### config.mk
export PLATFORM = sky130hd
export DESIGN_NAME = ssr_status_unit
export DESIGN_NICKNAME = d
export VERILOG_FILES = /design/src/ssr_status_unit.v
export VERILOG_INCLUDE_DIRS = /design/src
export SDC_FILE = /design/constraint.sdc
export NUM_CORES = 1
export LEC_CHECK = 0
export BUFFER_PORTS_ARGS = -buffer_cell sky130_fd_sc_hd__clkbuf_2
export CORE_MARGIN = 5
export CORE_UTILIZATION = 50
export DETAILED_ROUTE_END_ITERATION = 12
export PLACE_DENSITY = 0.7
export RECOVER_POWER = 25
export SYNTH_ARGS = -nofsm -noshare
export SYNTH_HDL_FRONTEND = slang
export SYNTH_SLANG_ARGS = --single-unit
### constraint.sdc
create_clock -name clk -period 2 [get_ports clk]
set_input_delay 0.4 -clock clk [delete_from_list [all_inputs] [get_ports clk]]
set_output_delay 0.4 -clock clk [all_outputs]
set_load 0.01 [all_outputs]
### src/ssr_map.vh
// Purpose: constants of the supply status register unit
// Assumes: nine-bit shared status layout
// Notes: included by ssr_status_unit.v
//
// Notes on behaviour
// - Status, accumulated, fault and mask registers share one nine-bit layout.
// - Present-status bits follow their live conditions continuously.
// - Status query returns sum of weights of true present-status bits.
// - Disable command inhibits output, leaving other settings untouched.
// - Programming commands still accepted and applied while output inhibited.
// - Enable command re-enables an output inhibited by command.
// - Accumulated register records every condition true since last read.
// - Fault and mask select which conditions may raise controller interrupts.
// - Fault register readable on its own as latched condition record.
// - Reading accumulated register loads it with present status.
// - Set mask bit lets status bit set fault bit; clear blocks.
// - Enabled fault bit sets on status rising edge, holds until read.
// - Reading fault register clears its bits, except one with an enabled rising edge in that cycle.
`ifndef SSR_MAP_VH
`define SSR_MAP_VH

// ----------------------------------------------------------------
// Status layout
// ----------------------------------------------------------------
`define SSR_WIDTH            9
`define SSR_BIT_CONST_VOLT   0
`define SSR_BIT_CONST_CURR   1
`define SSR_BIT_OR           2
`define SSR_BIT_OVP          3
`define SSR_BIT_THERM        4
`define SSR_BIT_LINE         5
`define SSR_BIT_LIMIT        6
`define SSR_BIT_PERR         7
`define SSR_BIT_INHIBIT      8

// ----------------------------------------------------------------
// Power-on values
// ----------------------------------------------------------------
`define SSR_MASK_RST         9'h000
`define SSR_FAULT_RST        9'h000
`define SSR_ACCUM_RST        9'h000
`define SSR_OUT_EN_RST       1'b1

`endif

### src/ssr_status_unit.v
// Purpose: status, accumulated, fault and mask registers plus output inhibit
// Assumes: condition inputs are asynchronous; commands are one-cycle pulses on clk
// Notes: query answers appear one cycle after the query strobe
`timescale 1ns/1ps
`include "ssr_map.vh"

module ssr_status_unit #(
   parameter WIDTH = `SSR_WIDTH
) (
   input  wire             clk,
   input  wire             srst,
   input  wire             const_voltage_flag,
   input  wire             const_current_flag,
   input  wire             overrange_flag,
   input  wire             voltage_protect_trip_flag,
   input  wire             thermal_trip_flag,
   input  wire             line_dropout_flag,
   input  wire             limit_shutdown_flag,
   input  wire             program_error_flag,
   input  wire             remote_inhibit_flag,
   input  wire             device_clear,
   input  wire             output_disable_cmd,
   input  wire             output_enable_cmd,
   input  wire             enable_select_cmd,
   input  wire [WIDTH-1:0] enable_select_data,
   input  wire             present_status_query,
   input  wire             accumulated_status_query,
   input  wire             fault_query,
   input  wire             mask_query,
   output reg  [WIDTH-1:0] read_data,
   output reg              read_valid,
   output reg              output_enable,
   output wire             fault_summary,
   output reg  [WIDTH-1:0] present_status
);

   // ----------------------------------------------------------------
   // Declarations
   // ----------------------------------------------------------------
   wire [WIDTH-1:0] raw_cond;                 // Conditions in layout order
   reg  [WIDTH-1:0] cond_meta;                // First capture stage
   reg  [WIDTH-1:0] prev_status;              // Present status one cycle back
   reg  [WIDTH-1:0] mask;                     // Conditions allowed into fault
   reg  [WIDTH-1:0] fault;                    // Latched enabled rising edges
   reg  [WIDTH-1:0] accumulated_status;       // Conditions seen since last read
   reg              fault_any;                // Registered fault summary
   wire [WIDTH-1:0] rise;                     // One-cycle rising edges
   wire [WIDTH-1:0] next_fault;
   wire [WIDTH-1:0] next_accumulated_status;
   reg  [WIDTH-1:0] next_read_data;
   reg              next_read_valid;
   reg              next_output_enable;
   wire             any_query;
   wire             clear_all;

   genvar           gi;

   // ----------------------------------------------------------------
   // Helper functions
   // ----------------------------------------------------------------
   // Fault bit update; a fresh enabled edge survives the read clear
   function fault_bit;
      input cur;
      input edge_seen;
      input allowed;
      input read_clear;
      begin
         if (read_clear) begin
            fault_bit = edge_seen & allowed;
         end else begin
            fault_bit = cur | (edge_seen & allowed);
         end
      end
   endfunction

   // Accumulated bit update; a read reloads from the live bit
   function accum_bit;
      input cur;
      input live;
      input read_reload;
      begin
         if (read_reload) begin
            accum_bit = live;
         end else begin
            accum_bit = cur | live;
         end
      end
   endfunction

   // ----------------------------------------------------------------
   // Condition synchronisers
   // ----------------------------------------------------------------
   // Fixed bit order of the shared layout
   assign raw_cond[`SSR_BIT_CONST_VOLT] = const_voltage_flag;
   assign raw_cond[`SSR_BIT_CONST_CURR] = const_current_flag;
   assign raw_cond[`SSR_BIT_OR]         = overrange_flag;
   assign raw_cond[`SSR_BIT_OVP]        = voltage_protect_trip_flag;
   assign raw_cond[`SSR_BIT_THERM]      = thermal_trip_flag;
   assign raw_cond[`SSR_BIT_LINE]       = line_dropout_flag;
   assign raw_cond[`SSR_BIT_LIMIT]      = limit_shutdown_flag;
   assign raw_cond[`SSR_BIT_PERR]       = program_error_flag;
   assign raw_cond[`SSR_BIT_INHIBIT]    = remote_inhibit_flag;

   // Two-stage capture; second stage is the live present status
   always @(posedge clk) begin
      if (srst) begin
         cond_meta      <= {WIDTH{1'b0}};
         present_status <= {WIDTH{1'b0}};
         prev_status    <= {WIDTH{1'b0}};
      end else begin
         cond_meta      <= raw_cond;
         present_status <= cond_meta;
         prev_status    <= present_status;
      end
   end

   // ----------------------------------------------------------------
   // Per-bit edge detect and next values
   // ----------------------------------------------------------------
   // Same update for every status bit
   generate
      for (gi = 0; gi < WIDTH; gi = gi + 1) begin : g_bit
         assign rise[gi] = present_status[gi] & ~prev_status[gi];
         assign next_fault[gi] = fault_bit(fault[gi], rise[gi], mask[gi],
                                           fault_query);
         assign next_accumulated_status[gi] = accum_bit(accumulated_status[gi],
                                                        present_status[gi],
                                                        accumulated_status_query);
      end
   endgenerate

   // Common clear for the command-held registers
   assign clear_all = srst | device_clear;

   // ----------------------------------------------------------------
   // Mask register
   // ----------------------------------------------------------------
   // Loaded by select command, also while the output is inhibited
   always @(posedge clk) begin
      if (clear_all) begin
         mask <= `SSR_MASK_RST;
      end else if (enable_select_cmd) begin
         mask <= enable_select_data;
      end
   end

   // ----------------------------------------------------------------
   // Fault register
   // ----------------------------------------------------------------
   // Latch and its summary share one clock edge
   always @(posedge clk) begin
      if (clear_all) begin
         fault     <= `SSR_FAULT_RST;
         fault_any <= |`SSR_FAULT_RST;
      end else begin
         fault     <= next_fault;
         fault_any <= |next_fault;
      end
   end

   // Summary of latched faults for service request logic
   assign fault_summary = fault_any;

   // ----------------------------------------------------------------
   // Accumulated register
   // ----------------------------------------------------------------
   // Read reloads from present status, otherwise ORs it in
   always @(posedge clk) begin
      if (clear_all) begin
         accumulated_status <= `SSR_ACCUM_RST;
      end else begin
         accumulated_status <= next_accumulated_status;
      end
   end

   // ----------------------------------------------------------------
   // Query answers
   // ----------------------------------------------------------------
   // Any query strobe produces one answer pulse
   assign any_query = present_status_query | accumulated_status_query |
                      fault_query | mask_query;

   // Answer select; binary value equals sum of weights of true bits
   always @* begin
      next_read_valid = any_query;
      next_read_data  = read_data;
      if (present_status_query) begin
         next_read_data = present_status;
      end else if (accumulated_status_query) begin
         next_read_data = accumulated_status;
      end else if (fault_query) begin
         next_read_data = fault;
      end else if (mask_query) begin
         next_read_data = mask;
      end
   end

   // Answer registers; data holds until the next query
   always @(posedge clk) begin
      if (srst) begin
         read_data  <= {WIDTH{1'b0}};
         read_valid <= 1'b0;
      end else begin
         read_data  <= next_read_data;
         read_valid <= next_read_valid;
      end
   end

   // ----------------------------------------------------------------
   // Output inhibit
   // ----------------------------------------------------------------
   // Only the enable bit changes; disable wins over enable
   always @* begin
      next_output_enable = output_enable;
      if (output_disable_cmd) begin
         next_output_enable = 1'b0;
      end else if (output_enable_cmd) begin
         next_output_enable = 1'b1;
      end
   end

   // Enable flop; programming paths stay open while inhibited
   always @(posedge clk) begin
      if (clear_all) begin
         output_enable <= `SSR_OUT_EN_RST;
      end else begin
         output_enable <= next_output_enable;
      end
   end

endmodule // ssr_status_unit

Word-level counts from Yosys, hierarchy flattened. Cells that the tools add are included.

Register bits after elaboration: 66. Input port bits: 28. Output and inout bits: 21. Word-level logic and storage cells: 86.

Multiplexer cells: 24. Bitwise gates (word level): 49. Reductions and logical operators: 3.

Operators with widths (number): 9-bit 2-to-1 mux (4); 1-bit bitwise OR (22); 1-bit 2-to-1 mux (20); 1-bit bitwise AND (18); 1-bit inverter (9); 9-bit OR reduction (1); 4-bit nonzero test (1); 2-bit nonzero test (1).

Depth between registers and ports, before layout.
Depth in word-level cells: 6. Mapped depth: 5.

Worst setup path before layout. OpenSTA, ideal clock, no wires.

Path type: input-to-reg. Start point: in present_status_query. End point: reg read_valid. Library setup time: 128 ps. Arrival time: 1430 ps. Path slack: 442 ps. Cell stages on the path: 5. Buffers on the path: 3. Path through: buf_6 -> or4_4 -> buf_6 -> buf_12 -> nor2b_1.

Cells in the longest elaborated chain, start to end: 3.

Ends and longest elaborated chain: start, declared (RTL line ssr_status_unit.v:26) `input wire present_status_query,`; 1-bit bitwise OR (2 in a row) (RTL line ssr_status_unit.v:180) `assign any_query = present_status_query | accumulated_status_query |`; 1-bit bitwise OR (RTL line ssr_status_unit.v:181) `fault_query | mask_query;`; end signal, assigned (RTL line ssr_status_unit.v:205) `read_valid <= next_read_valid;`; end, declared (RTL line ssr_status_unit.v:31) `output reg read_valid,`.

No other way between the ends. A chain may end at the register's enable or synchronous reset.

Worst setup path in the final report.
Start point: reg present_status[7]. End point: out present_status[7].

RTL lines: start, declared (RTL line ssr_status_unit.v:34) `output reg [WIDTH-1:0] present_status`; start signal, assigned (RTL line ssr_status_unit.v:108) `present_status <= {WIDTH{1'b0}};`; start signal, assigned (RTL line ssr_status_unit.v:112) `present_status <= cond_meta;`.

No word-level cell between the ends.

==> summary.txt <==
Worst setup path
  • Startpoint Class: flip-flop
  • CP max FO: 5
  • Crit path max-delay cell type: dfxtp_1
  • CP peak stage delay: 0.44 ns
  • Critical path type: flip-flop to output port
  • Arrival @ worst endpoint: 0.94 ns
  • Data required, critical path: 1.60 ns
  • CP top delay family: flip-flops
  • Critical Path End Type: output port
  • Crit path cell chain: clkbuf_2
  • WP buf/inv: 1

Logic synthesis
  • Gate Count Post-Synth: 237
  • Most numerous cell in the Yosys netlist: dfxtp_1
  • Asr flop ratio synth: 0%
  • Yosys top cell area share: 54.5%
  • Synthesized Nets: 265
  • Area leader, netlist: dfxtp_1
  • Most used DFF post-synth: dfxtp_1
  • Synth area leaders: dfxtp_1 (55%), mux2i_1 (11%), nor2b_1 (9.0%)
  • Mapped cell area: 2420 um^2
  • EDFF count, synth: 0
  • Sequential-to-total area share from yosys stat: 54.5%
  • Synthesized area per cell: 10.2 um^2
  • Post-synth top cells: dfxtp_1 (66), nor2b_1 (35), nor2_1 (30), mux2i_1 (27), nand2_1 (17)
  • Seq cells post-synth: 66
  • Synth cell types: 26
  • Yosys warnings: 0

Drt
  • Metal2 WL: 2270 um
  • Via/cell ratio: 4.92
  • Top Metal Used: met4
  • Residual DRC: 0
  • Final WL: 4880 um
  • Antenna viol nets, final: 0
  • Pre-antenna DRT Iters: 4
  • Wl on met1: 2130 um
  • Vias: 1763
  • Starting DRC count in detailed routing: 84
  • Metal3 WL: 290 um
  • Drt wl/cell: 13.6 um

Placed design
  • Post-Place Worst Slack: 0.404 ns
  • Routability cong.: 0.819
  • I/O Buffers: 48
  • Dpl hpwl: 3310 um

Worst hold path
  • Worst min path class: primary input to flip-flop

Floorplanning
  • Core area: 4720 um^2
  • Die height: 79.6 um
  • Width of the die: 79.6 um
  • Die Footprint: 6340 um^2
  • Initial Utilization: 51.3%
  • Row count: 25
  • # IOs: 49

Timing
  • Clk_skew: 0.00882 ns
  • Setup ws final: 0.656 ns
  • Unrepaired setup endpoints after global routing: false
  • Fin crit period: 1.34 ns
  • Worst Max-Slew Pin Slew: 0.871 ns
  • Fin. Hold Viols: 0
  • Max-slew violation total from the final report: 0
  • Relative slew slack: 41.9%
  • Post-Route Setup TNS: 0 ns
  • Final setup vio count: 0
  • Final worst-path cycle share: 67.2%
  • FMAX: 0.744 GHz

Clocking
  • Clock-pin transition on the worst setup and hold timing paths: 0.07 ns
  • Htree depth: 3
  • Clock latency at the later pin of the worst-skew pair: 0.34 ns
  • CTS tree: done
  • Post-CTS sizing: 0
  • Num CTS Buffers: 9
  • Hold buffer count at CTS: 0
  • Root Driver: clkbuf_8
  • Max clock buf depth: 2
  • Post-CTS setup buffer count: 0
  • CTS Sinks: 66

Job
  • Max Cap Violations: 0

Layout
  • Proportion of layout cells with a drive suffix above 1: 26.1%
  • Area growth from synthesis to layout: 17.7%
  • Fill cells: 422
  • Antenna fix cells: 0
  • Post-Route Utilization: 60.4%
  • Final net count: 314

Power
  • VDD IR max: 444 uV
  • Lkg Pwr: 1.22 nW
  • Pwr/cell area: 878 nW/um^2

Global route
  • Pin count of the biggest net entering global routing: 38
  • First-pass GRT wire length: 8160 um
  • Vias in the first global route: 1756
  • Total gr overflow: 0
  • Total GRT Usage: 17.3%
  • Antenna violations before repair: 0

Outcome
  • Status: completed
[kinds of logic (layout without fill, tap and decap cells)]
logic type	Yosys count	count (layout)	share of synthesized area, %
AND/OR/NAND/NOR	88	88	18.1
flip-flops	66	66	54.5
AO/OA/AOI/OAI	39	39	12.2
multiplexers	27	27	11.2
buffers and inverters	17	71	4.03
[metal layers]
layer,track usage [%],up-vias
li1,-,895
met1,19.6,808
met2,27.1,45
met3,5.19,15
met4,12.9,0
met5,0,-
[area by class of cell]
type	count	area (um^2)	area share [%]
timing repair buffer	52	268	9.39
clock buffer	13	149	5.22
tap	67	83.8	2.94
multi-input combinational	154	1000	35.2
inverter	3	11.3	0.395
sequential	66	1320	46.3
clock inverter	3	15.0	0.526
[worst paths after layout]
check                           cells after the start  slack [ns]               start           endpoint
worst max-delay path                                1        0.66   present_status[7]  present_status[7]
worst min-delay path                                2        0.24  output_disable_cmd      output_enable
worst max register to register                      4        0.89   present_status[2]      fault_summary
worst min register to register                      1        0.44        cond_meta[7]  present_status[7]
[placed cells by master, fill, tap and decap left out, drive strengths merged]
cell type and count:
a211oi 10, a21oi 11, a31oi 1, a32o 1
buf 3, clkbuf 62, clkinv 5, dfxtp 66
inv 1, mux2i 27, nand2 17, nand2b 1
nand3b 1, nor2 30, nor2b 35, nor3 1
nor4 1, o21ai 9, o21bai 1, o2bb2ai 6
or2 1, or4 1
[power by group]
group          internal (mW)  total [mW]  switching [mW]  leakage, nW
sequential              1.36        1.38          0.0243        0.539
clock                  0.479       0.948           0.469       0.0872
combinational         0.0805       0.177          0.0970        0.596
[per-stage QoR]
step                total power, mW  instances  instance area, um^2  hold slack, ns
CTS                            2.53        358                 2860           0.230
finish                         2.51        358                 2850           0.237
global route                   2.62        358                 2850           0.228
floorplan                      1.52        237                 2420           0.414
global placement               1.59        342                 2690           0.417
detailed placement             1.59        342                 2690           0.428
[registers in the layout, indices dropped and copies added (netlist names)]
signal / cells
accumulated_status: 9
cond_meta: 9
fault: 9
mask: 9
present_status: 9
prev_status: 9
read_data: 9
fault_summary: 1
output_enable: 1
read_valid: 1
No activity file was read; power rests on OpenSTA's default activity.
